--- config.mk ---
export PLATFORM = sky130hd
export DESIGN_NAME = msfs_top
export DESIGN_NICKNAME = d
export VERILOG_FILES = /design/src/hdl/msfs_pkg.sv /design/src/hdl/msfs_top.sv /design/src/hdl/msfs_speed_decode.sv
export SDC_FILE = /design/constraint.sdc
export NUM_CORES = 1
export LEC_CHECK = 0
export ABC_CLOCK_PERIOD_IN_PS = 6120
export BUFFER_PORTS_ARGS = -buffer_cell sky130_fd_sc_hd__buf_2
export CAP_MARGIN = 20
export CORE_MARGIN = 4
export CORE_UTILIZATION = 55
export CTS_CLUSTER_DIAMETER = 80
export CTS_CLUSTER_SIZE = 12
export DETAILED_ROUTE_END_ITERATION = 7
export GPL_TIMING_DRIVEN = 0
export MAX_ROUTING_LAYER = met4
export PLACE_DENSITY = 0.86
export SYNTH_ARGS = -nofsm -noshare
export SYNTH_HDL_FRONTEND = slang
export SYNTH_SLANG_ARGS = --single-unit
--- constraint.sdc ---
create_clock -name pclk -period 6.12 [get_ports pclk]
set_clock_uncertainty 0.15 [all_clocks]
set_input_delay 0.306 -clock pclk [delete_from_list [all_inputs] [get_ports pclk]]
set_output_delay 0.306 -clock pclk [all_outputs]
set_load 0.01 [all_outputs]
--- src/hdl/msfs_pkg.sv ---
// constants, field layouts and types of the multi-speed frequency select block
// assumes an apb master on a single 40 MHz clock; no timing counts are needed
package msfs_pkg;

    // ==============================================
    // bus and data widths
    localparam int          APB_AW      = 8;
    localparam int          APB_DW      = 32;
    localparam int          FREQ_W      = 14;     // preset unit is 0.1 Hz
    localparam int          NPRESET     = 15;
    localparam int          FN_W        = 4;

    // ==============================================
    // preset values (0.1 Hz units)
    localparam logic [13:0] FREQ_MAX    = 14'h0fa0; // 400.0 Hz
    localparam logic [13:0] NOT_SEL     = 14'h270f; // 9999: speed not selected
    localparam logic [13:0] HIGH_RST    = 14'h0258; // 60.0 Hz
    localparam logic [13:0] MID_RST     = 14'h012c; // 30.0 Hz
    localparam logic [13:0] LOW_RST     = 14'h0064; // 10.0 Hz

    // ==============================================
    // register byte offsets
    localparam logic [7:0]  OFF_PRESET  = 8'h00;  // presets 1..15, one word each
    localparam logic [7:0]  OFF_PRESET_LAST = 8'h38;
    localparam logic [7:0]  OFF_MODE    = 8'h40;
    localparam logic [7:0]  OFF_REMOTE  = 8'h44;
    localparam logic [7:0]  OFF_EXTDISP = 8'h48;
    localparam logic [7:0]  OFF_TERM    = 8'h4c;  // one word per terminal
    localparam logic [7:0]  OFF_STATUS  = 8'h60;

    // ==============================================
    // field positions and reset values
    localparam int          MODE_W      = 3;
    localparam int          REMOTE_W    = 2;
    localparam logic [2:0]  MODE_RST    = 3'h0;
    localparam logic [2:0]  MODE_EXT    = 3'h3;
    localparam logic [2:0]  MODE_COMB   = 3'h4;
    localparam logic [1:0]  REMOTE_RST  = 2'h0;
    localparam logic [3:0]  EXTDISP_RST = 4'h0;
    localparam int          ST_SPEED_LSB = 0;   // status [3:0] chosen speed
    localparam int          ST_SRC_LSB   = 4;   // status [6:4] command source
    localparam int          ST_VALID_BIT = 8;   // status [8] command valid
    localparam int          ST_FREQ_LSB  = 16;  // status [29:16] frequency

    // ==============================================
    // terminal function codes
    localparam logic [3:0]  FN_LOW      = 4'h0;
    localparam logic [3:0]  FN_MID      = 4'h1;
    localparam logic [3:0]  FN_HIGH     = 4'h2;
    localparam logic [3:0]  FN_JOG      = 4'h5;
    localparam logic [3:0]  FN_EXT      = 4'h8;
    localparam logic [3:0]  FN_NONE     = 4'hf;
    localparam logic [19:0] TERM_RST    = {FN_NONE, FN_JOG, FN_HIGH, FN_MID, FN_LOW};

    // command source of the frequency output
    typedef enum logic [2:0] {
        SRC_NONE,
        SRC_JOG,
        SRC_MULTI,
        SRC_CURRENT,
        SRC_VOLTAGE
    } msfs_src_t;

endpackage

--- src/hdl/msfs_top.sv ---
// multi-speed frequency select: apb register file, terminal routing, priority
// What this block does
// [RULE_01] single high/middle/low picks preset 1, 2, 3
// [RULE_02] presets take 0-400Hz; 4-15 also 9999
// [RULE_03] several plain selects: lowest-ranked select wins when their combo preset (4-7) holds 9999
// [RULE_04] speeds 4-15 decoded from all four selects
// [RULE_05] after reset speeds 4-15 are not selected
// [RULE_06] extend alone: preset 8, or low preset while 8 holds 9999
// [RULE_07] terminal code 8 routes the extend select
// [RULE_08] codes 0/1/2 route low, middle, high select
// [RULE_09] priority: jog, multi, current, then voltage
// [RULE_10] multi-speed only in operation modes 3, 4
// [RULE_11] presets 4-15 unranked; one combination, one preset
// [RULE_12] remote function nonzero disables multi-speed
// [RULE_13] presets writable while running, any mode
// [RULE_14] preset writes accepted in panel and external
// [RULE_15] presets 4-15 writable only when extdisp zero
// [RULE_16] remote 1-3: inputs become up, down, clear
// [RULE_17] pair and triple combos map speeds 4-7
// [RULE_18] nothing usable: no multi command, lower sources
// assumes terminal inputs and analog commands are synchronous to pclk
`timescale 1ns/1ps

module msfs_top
    import msfs_pkg::*;
#(
    parameter int NTERM = 5
)
(
    input  wire logic                    pclk,
    input  wire logic                    presetn,
    input  wire logic [APB_AW-1:0]       paddr,
    input  wire logic                    psel,
    input  wire logic                    penable,
    input  wire logic                    pwrite,
    input  wire logic [APB_DW-1:0]       pwdata,
    output logic      [APB_DW-1:0]       prdata,
    output logic                         pready,
    output logic                         pslverr,
    input  wire logic [NTERM-1:0]        term_in,
    input  wire logic [FREQ_W-1:0]       jog_freq,
    input  wire logic                    cur_valid,
    input  wire logic [FREQ_W-1:0]       cur_freq,
    input  wire logic                    volt_valid,
    input  wire logic [FREQ_W-1:0]       volt_freq,
    output logic      [FREQ_W-1:0]       freq_cmd,
    output msfs_pkg::msfs_src_t          freq_src,
    output logic                         cmd_valid,
    output logic      [3:0]              speed_sel,
    output logic                         remote_up,
    output logic                         remote_down,
    output logic                         remote_clear
);

    // ==============================================
    // state of the block, one packed record
    typedef struct packed {
        logic [NPRESET-1:0][FREQ_W-1:0] preset;
        logic [MODE_W-1:0]              op_mode;
        logic [REMOTE_W-1:0]            remote;
        logic [3:0]                     ext_disp;
        logic [NTERM-1:0][FN_W-1:0]     term_fn;
        logic                           pready;
        logic                           pslverr;
        logic [APB_DW-1:0]              prdata;
        logic [FREQ_W-1:0]              freq;
        msfs_src_t                      src;
        logic                           valid;
        logic [3:0]                     speed;
        logic                           up;
        logic                           down;
        logic                           clear;
    } msfs_state_t;

    msfs_state_t q;
    msfs_state_t d;

    // ==============================================
    // helper functions

    // any terminal whose function code matches and whose contact is closed
    function automatic logic routed(input logic [NTERM-1:0][FN_W-1:0] fn,
                                    input logic [NTERM-1:0] pins,
                                    input logic [FN_W-1:0] code);
        logic hit;
        hit = 1'b0;
        for (int i = 0; i < NTERM; i++) begin
            if (fn[i] == code && pins[i]) begin
                hit = 1'b1;
            end
        end
        routed = hit;
    endfunction

    // register word index of a preset address, 0 based
    function automatic logic [3:0] preset_idx(input logic [APB_AW-1:0] a);
        preset_idx = a[5:2];
    endfunction

    // terminal index of a terminal-select address
    function automatic logic [APB_AW-1:0] term_idx(input logic [APB_AW-1:0] a);
        term_idx = (a - OFF_TERM) >> 2;
    endfunction

    // is the address mapped at all
    function automatic logic mapped(input logic [APB_AW-1:0] a);
        logic ok;
        ok = 1'b0;
        if (a[1:0] == 2'b00) begin
            if (a <= OFF_PRESET_LAST) begin
                ok = 1'b1;
            end else if (a == OFF_MODE || a == OFF_REMOTE ||
                         a == OFF_EXTDISP || a == OFF_STATUS) begin
                ok = 1'b1;
            end else if (a >= OFF_TERM && term_idx(a) < APB_AW'(NTERM)) begin
                ok = 1'b1;
            end
        end
        mapped = ok;
    endfunction

    // legality of a write: range checks and the extended-display lock
    function automatic logic write_ok(input logic [APB_AW-1:0] a,
                                      input logic [APB_DW-1:0] w,
                                      input logic [3:0] ext_disp);
        logic ok;
        ok = mapped(a) && (a != OFF_STATUS);
        if (a <= OFF_PRESET_LAST) begin
            if (preset_idx(a) < 4'h3) begin
                ok = ok && (w <= APB_DW'(FREQ_MAX));            // [RULE_02]
            end else begin
                ok = ok && (ext_disp == 4'h0) &&                // [RULE_15]
                     ((w <= APB_DW'(FREQ_MAX)) ||
                      (w == APB_DW'(NOT_SEL)));                 // [RULE_02]
            end
        end
        write_ok = ok;
    endfunction

    // ==============================================
    // routed select signals
    logic high_speed_select;
    logic middle_speed_select;
    logic low_speed_select;
    logic speed_extend_select;
    logic jog_select;
    logic [3:0] dec_speed;

    // terminal codes steer which contact drives which function
    always_comb begin
        low_speed_select    = routed(q.term_fn, term_in, FN_LOW);  // [RULE_08]
        middle_speed_select = routed(q.term_fn, term_in, FN_MID);  // [RULE_08]
        high_speed_select   = routed(q.term_fn, term_in, FN_HIGH); // [RULE_08]
        speed_extend_select = routed(q.term_fn, term_in, FN_EXT);  // [RULE_07]
        jog_select          = routed(q.term_fn, term_in, FN_JOG);
    end

    msfs_speed_decode u_decode (
        .high_speed_select   (high_speed_select),
        .middle_speed_select (middle_speed_select),
        .low_speed_select    (low_speed_select),
        .speed_extend_select (speed_extend_select),
        .preset              (q.preset),
        .speed               (dec_speed)
    );

    // ==============================================
    // next-state logic
    logic                multi_on;
    logic                setup;
    logic                commit;
    logic [APB_DW-1:0]   rd;
    logic [APB_AW-1:0]   ti;

    always_comb begin
        d  = q;
        rd = '0;
        ti = term_idx(paddr);

        // apb: answer one cycle after setup, no further wait states
        setup  = psel && !penable && !q.pready;
        commit = psel && penable && q.pready;
        d.pready  = setup;
        if (setup) begin
            d.pslverr = pwrite ? !write_ok(paddr, pwdata, q.ext_disp)
                               : !mapped(paddr);
        end else if (!psel) begin
            d.pslverr = 1'b0;
        end

        // read data is captured at setup so it is steady through access
        if (paddr <= OFF_PRESET_LAST) begin
            rd[FREQ_W-1:0] = q.preset[preset_idx(paddr)];
        end else if (paddr == OFF_MODE) begin
            rd[MODE_W-1:0] = q.op_mode;
        end else if (paddr == OFF_REMOTE) begin
            rd[REMOTE_W-1:0] = q.remote;
        end else if (paddr == OFF_EXTDISP) begin
            rd[3:0] = q.ext_disp;
        end else if (paddr == OFF_STATUS) begin
            rd[ST_SPEED_LSB +: 4]      = q.speed;
            rd[ST_SRC_LSB +: 3]        = q.src;
            rd[ST_VALID_BIT]           = q.valid;
            rd[ST_FREQ_LSB +: FREQ_W]  = q.freq;
        end else if (ti < APB_AW'(NTERM)) begin
            rd[FN_W-1:0] = q.term_fn[ti[2:0]];
        end
        if (setup && !pwrite) begin
            d.prdata = mapped(paddr) ? rd : '0;
        end

        // writes land only at the completing edge, and only when legal;
        // no run or mode interlock guards the presets
        if (commit && pwrite && !q.pslverr) begin              // [RULE_13] [RULE_14]
            if (paddr <= OFF_PRESET_LAST) begin
                d.preset[preset_idx(paddr)] = pwdata[FREQ_W-1:0];
            end else if (paddr == OFF_MODE) begin
                d.op_mode = pwdata[MODE_W-1:0];
            end else if (paddr == OFF_REMOTE) begin
                d.remote = pwdata[REMOTE_W-1:0];
            end else if (paddr == OFF_EXTDISP) begin
                d.ext_disp = pwdata[3:0];
            end else begin
                d.term_fn[ti[2:0]] = pwdata[FN_W-1:0];
            end
        end

        // multi-speed needs external or combined mode and no remote use
        multi_on = ((q.op_mode == MODE_EXT) || (q.op_mode == MODE_COMB)) // [RULE_10]
                   && (q.remote == REMOTE_RST);                         // [RULE_12]

        // remote setting reuses the same three contacts
        d.up    = (q.remote != REMOTE_RST) && high_speed_select;    // [RULE_16]
        d.down  = (q.remote != REMOTE_RST) && middle_speed_select;  // [RULE_16]
        d.clear = (q.remote != REMOTE_RST) && low_speed_select;     // [RULE_16]

        // fixed priority between external frequency sources
        d.speed = multi_on ? dec_speed : 4'h0;
        if (jog_select) begin                                  // [RULE_09]
            d.src   = SRC_JOG;
            d.freq  = jog_freq;
            d.valid = 1'b1;
        end else if (multi_on && dec_speed != 4'h0) begin      // [RULE_09]
            d.src   = SRC_MULTI;
            d.freq  = q.preset[dec_speed - 4'h1];
            d.valid = 1'b1;
        end else if (cur_valid) begin                          // [RULE_18]
            d.src   = SRC_CURRENT;
            d.freq  = cur_freq;
            d.valid = 1'b1;
        end else if (volt_valid) begin                         // [RULE_09]
            d.src   = SRC_VOLTAGE;
            d.freq  = volt_freq;
            d.valid = 1'b1;
        end else begin
            d.src   = SRC_NONE;
            d.freq  = '0;
            d.valid = 1'b0;
        end
    end

    // ==============================================
    // state register
    always_ff @(posedge pclk or negedge presetn) begin
        if (!presetn) begin
            q          <= '0;
            q.preset   <= {{(NPRESET-3){NOT_SEL}},            // [RULE_05]
                           LOW_RST, MID_RST, HIGH_RST};       // [RULE_01]
            q.op_mode  <= MODE_RST;
            q.remote   <= REMOTE_RST;
            q.ext_disp <= EXTDISP_RST;
            q.term_fn  <= TERM_RST[NTERM*FN_W-1:0];
            q.src      <= SRC_NONE;
        end else begin
            q <= d;
        end
    end

    // ==============================================
    // outputs straight from the state register
    assign prdata       = q.prdata;
    assign pready       = q.pready;
    assign pslverr      = q.pslverr;
    assign freq_cmd     = q.freq;
    assign freq_src     = q.src;
    assign cmd_valid    = q.valid;
    assign speed_sel    = q.speed;
    assign remote_up    = q.up;
    assign remote_down  = q.down;
    assign remote_clear = q.clear;

endmodule

--- src/hdl/msfs_speed_decode.sv ---
// speed decoder: maps the four select levels and stored presets to one speed
// assumes presets 1..3 never hold the not-selected value
`timescale 1ns/1ps

module msfs_speed_decode
    import msfs_pkg::*;
(
    input  wire logic                             high_speed_select,
    input  wire logic                             middle_speed_select,
    input  wire logic                             low_speed_select,
    input  wire logic                             speed_extend_select,
    input  wire logic [NPRESET-1:0][FREQ_W-1:0]   preset,
    output logic      [3:0]                       speed
);

    // ==============================================
    // helpers
    function automatic logic [3:0] combo(input logic [2:0] c);
        unique case (c)
            3'b100:  combo = 4'h1;
            3'b010:  combo = 4'h2;
            3'b001:  combo = 4'h3;
            3'b011:  combo = 4'h4;   // [RULE_17]
            3'b101:  combo = 4'h5;   // [RULE_17]
            3'b110:  combo = 4'h6;   // [RULE_17]
            3'b111:  combo = 4'h7;   // [RULE_17]
            default: combo = 4'h0;
        endcase
    endfunction

    function automatic logic usable(input logic [3:0] s,
                                    input logic [NPRESET-1:0][FREQ_W-1:0] p);
        usable = (s != 4'h0) && (p[s - 4'h1] != NOT_SEL);
    endfunction

    // ==============================================
    // fallback chain: extended combo, then plain combo, then lowest select
    logic [2:0] sel3;
    logic [3:0] first;
    logic [3:0] plain;
    logic [3:0] lowest;
    always_comb begin
        sel3   = {high_speed_select, middle_speed_select, low_speed_select};
        plain  = combo(sel3);
        // extend alone falls back to the low preset
        if (sel3 == 3'b000) begin
            plain = 4'h3;                                  // [RULE_06]
        end
        first  = speed_extend_select ? {1'b1, sel3} : plain; // [RULE_04] [RULE_11]
        lowest = low_speed_select    ? 4'h3 :
                 middle_speed_select ? 4'h2 :
                 high_speed_select   ? 4'h1 : 4'h0;        // [RULE_03]
        if (!speed_extend_select && sel3 == 3'b000) begin
            speed = 4'h0;                                  // [RULE_18]
        end else if (usable(first, preset)) begin
            speed = first;                                 // [RULE_01]
        end else if (usable(plain, preset)) begin
            speed = plain;
        end else if (usable(lowest, preset)) begin
            speed = lowest;
        end else begin
            speed = 4'h0;                                  // [RULE_18]
        end
    end

endmodule

==> results.sh <==
export IMPL_gp_congestion=1.03
export IMPL_antenna_found_initial=2
export IMPL_p_total_mw=5.50
export IMPL_synth_ff_type="dfrtp_1"
export IMPL_grt_first_pass_wirelength_um=96700
export IMPL_ys_ff_latch=294
export IMPL_cts_root_buf="clkbuf_16"
export IMPL_syn_inst=1553
export IMPL_crit_path_start_kind="flip-flop"
export IMPL_status="finished, violations left"
export IMPL_postSynthAreaPerCell_sq_um=11.5
export IMPL_fmax_ghz=0.162
export IMPL_grt_remaining_overflow=0
export IMPL_whs_ps=58.0
export IMPL_period_minus_slack_ps=6180
export IMPL_min_from="pwdata[4]"
export IMPL_cts_tree="done"
export IMPL_vias=15607
export IMPL_die_w_um=188
export IMPL_rr_startpoint="q[77]$_DFFE_PN1P_"
export IMPL_design_core_area_sq_um=31800
export IMPL_numCtsBuffers=28
export IMPL_timing_setup_tns_ps=-161
export IMPL_drt_wirelength_per_cell_um=28.9
export IMPL_start_util_pct=56.3
export IMPL_drt_total_wl_um=65600
export IMPL_synth_edf_count=0
export IMPL_place_ws_ps=-2810
export IMPL_drv_cap=0
export IMPL_clock_sinks=294
export IMPL_die_h_um=188
export IMPL_ios=153
export IMPL_synth_area_sq_um=17900
export IMPL_grt_pass1_vias=15355
export IMPL_fin_ws_ps=-63.1
export IMPL_via_per_inst=6.88
export IMPL_place_inst=2140
export IMPL_drt_initial_drc_count=2128
export IMPL_critical_path_max_fanout=10
export IMPL_p_leak_nw=9.26
export IMPL_clk_latency_ps=570
export IMPL_clk_path_buf_depth=3
export IMPL_syn2layout_area_growth_pct=19.5
export IMPL_setup_viol=3
export IMPL_h_tree_depth=1
export IMPL_rsz0062_at_grt="true"
export IMPL_fin_cells=2267
export IMPL_synth_seq_area_share_pct=41.9
export IMPL_ir_worst_vdd_v=0.000229
export IMPL_dr_pass1_iters=7
export IMPL_rows=65
export IMPL_grt_use_total_pct=36.7
export IMPL_placed_area_sq_um=19300
export IMPL_stdcell_area_sq_um=21400
export IMPL_worstMarginPinSlew_ps=1150
export IMPL_nets=1909
export IMPL_fin_crit_sh_pct=101
export IMPL_fillers=2370
export IMPL_critPathKind="reg -> reg"
export IMPL_crit_required_ps=6360
export IMPL_synthArstFlopShare_pct=100
export IMPL_min_path_type="in -> reg"
export IMPL_hpwlAfterDp_um=48700
export IMPL_drc=0
export IMPL_violations="negative setup slack"
export IMPL_crit_path_start="q[77]$_DFFE_PN1P_"
export IMPL_hold_violations=0
export IMPL_dieArea_sq_um=35500
export IMPL_p_per_area_nw_per_um2=257
export IMPL_postRouteAntennaNets=0
export IMPL_clkSlewWorstSetupHoldPaths_ps=70
export IMPL_slew_headroom_pct=22.5
export IMPL_drive_gt1_share_pct=45.4
export IMPL_yosysUniqueCellTypes=89
export IMPL_cp_end_kind="flip-flop"
export IMPL_fin_util_pct=67.3
export IMPL_ys_warn_count=0
export IMPL_arrival_ps=6420
export IMPL_slew_violations=0
export IMPL_grt_max_degree=125
export IMPL_port_buffers=145
==> per-layer routing <==
metal	vias to the layer above	track usage, %	share of wire [%]
met5	-	-	0
met1	7807	47.6	38
met3	256	9.30	11
met2	1120	55.4	45
met4	0	15.9	6.0
li1	6424	-	-
==> cell type report <==
cell class / count / area [sq um] / area share [%]
Antenna cell: 4 / 10.0 / 0.0468
Buffer: 162 / 1020 / 4.78
Clock buffer: 50 / 805 / 3.76
Clock inverter: 1 / 8.76 / 0.0409
Inverter: 10 / 57.6 / 0.269
Multi-Input combinational cell: 1085 / 9960 / 46.5
Sequential cell: 294 / 7510 / 35.1
Tap cell: 435 / 544 / 2.54
Timing Repair Buffer: 226 / 1480 / 6.93
==> cells in the final DEF, fill, tap and decap left out, types with 7 or more instances in the layout <==
master,instances
buf_4,100
mux2_2,241
mux2i_4,11
clkbuf_16,31
mux4_2,79
and3_1,8
a2bb2oi_1,10
mux2i_1,40
buf_6,7
nand3_1,44
a21oi_1,44
nor2_1,74
o211ai_1,20
nor2b_1,18
dlygate4sd3_1,27
nand3b_1,9
nor4b_1,7
clkbuf_1,82
a211oi_1,7
a31oi_1,16
mux4_1,7
nor3_1,29
a22o_1,27
dfstp_2,115
buf_1,19
nor4_1,15
o21ai_0,75
buf_2,151
nand4_1,40
dfrtp_1,175
nand2_1,98
==> synthesized netlist by cell type, types with 20 or more instances <==
library cell	count	area, sq um
mux2i_1	54	541
nand3_1	45	225
o21ai_0	75	375
o211ai_1	20	150
mux4_2	78	1760
a22o_1	27	236
clkbuf_1	80	300
nand2_1	100	375
mux2_2	241	2710
nor2_1	77	289
dfstp_2	115	3020
nor2b_1	20	125
nand4_1	40	250
buf_1	20	75.1
a21oi_1	47	235
nor3_1	33	165
buf_4	54	405
dfrtp_1	179	4480
==> cells by family (layout without fill, tap and decap cells) <==
kind of cell,after synthesis,count (layout),synth area share (%)
AO/OA/AOI/OAI,279,279,10.9
XOR/XNOR,5,5,0.286
adder cells (fa/ha/maj),8,8,0.559
buffers and inverters,177,449,5.09
flip-flops,294,294,41.9
multiplexers,381,381,29.2
other,1,8,0.0209
AND/OR/NAND/NOR,408,408,12.1
==> final timing paths <==
check                                         endpoint  slack, ps  cells after the start
min in group asynchronous       prdata[23]$_DFFE_PN0P_        180                      2
worst max-delay path            freq_cmd[11]$_DFF_PN0_        -60                     27
max in group asynchronous           q[105]$_DFFE_PN1P_       4190                      4
worst min register to register   prdata[4]$_DFFE_PN0P_        330                      2
worst max register to register  freq_cmd[11]$_DFF_PN0_        -60                     27
worst min-delay path                q[148]$_DFFE_PN0P_         60                      2
==> report_power, final <==
| group | switching, mW | internal [mW] | leakage (nW) |
|---|---|---|---|
| registers | 0.0388 | 1.99 | 3.63 |
| clock network | 0.771 | 0.882 | 0.386 |
| logic | 1.10 | 0.723 | 5.24 |
==> worst max-delay path, cell delays in order, from the launching register on <==
cell       delay, ps
dfstp_2          640
nor2b_2           80
a32oi_2          190
and4_4           280
buf_6            140
nand2_8           70
nor3_4           190
a21oi_4           50
inv_2             80
ha_4             240
buf_4            150
clkbuf_8         180
nor4b_1          320
a211oi_1         170
a2111oi_1        380
nand4_1          220
o2111ai_2        170
o211ai_2         160
a21oi_4          260
clkinv_4         150
buf_12           170
ha_4             330
clkinv_8         100
buf_12           150
mux4_2           320
mux2i_4          280
a2bb2oi_1        220
a31oi_1          140
==> sequential cells by signal, summed over array words and instances (netlist names) <==
name,flops
speed_sel,4
freq_cmd,14
remote_clear,1
remote_up,1
cmd_valid,1
prdata,28
remote_down,1
pready,1
q,239
pslverr,1
freq_src,3
==> timing repair <==
action                                  CTS  global route
hold endpoints to repair                114             0
endpoints found under the setup margin   19            14
resized for setup                       102            57
hold buffers                             27             0
cloned                                    0             1
buffers inserted                         22            25
pin swaps                                24            31
Note: power is estimated with default switching activity, not from simulation.
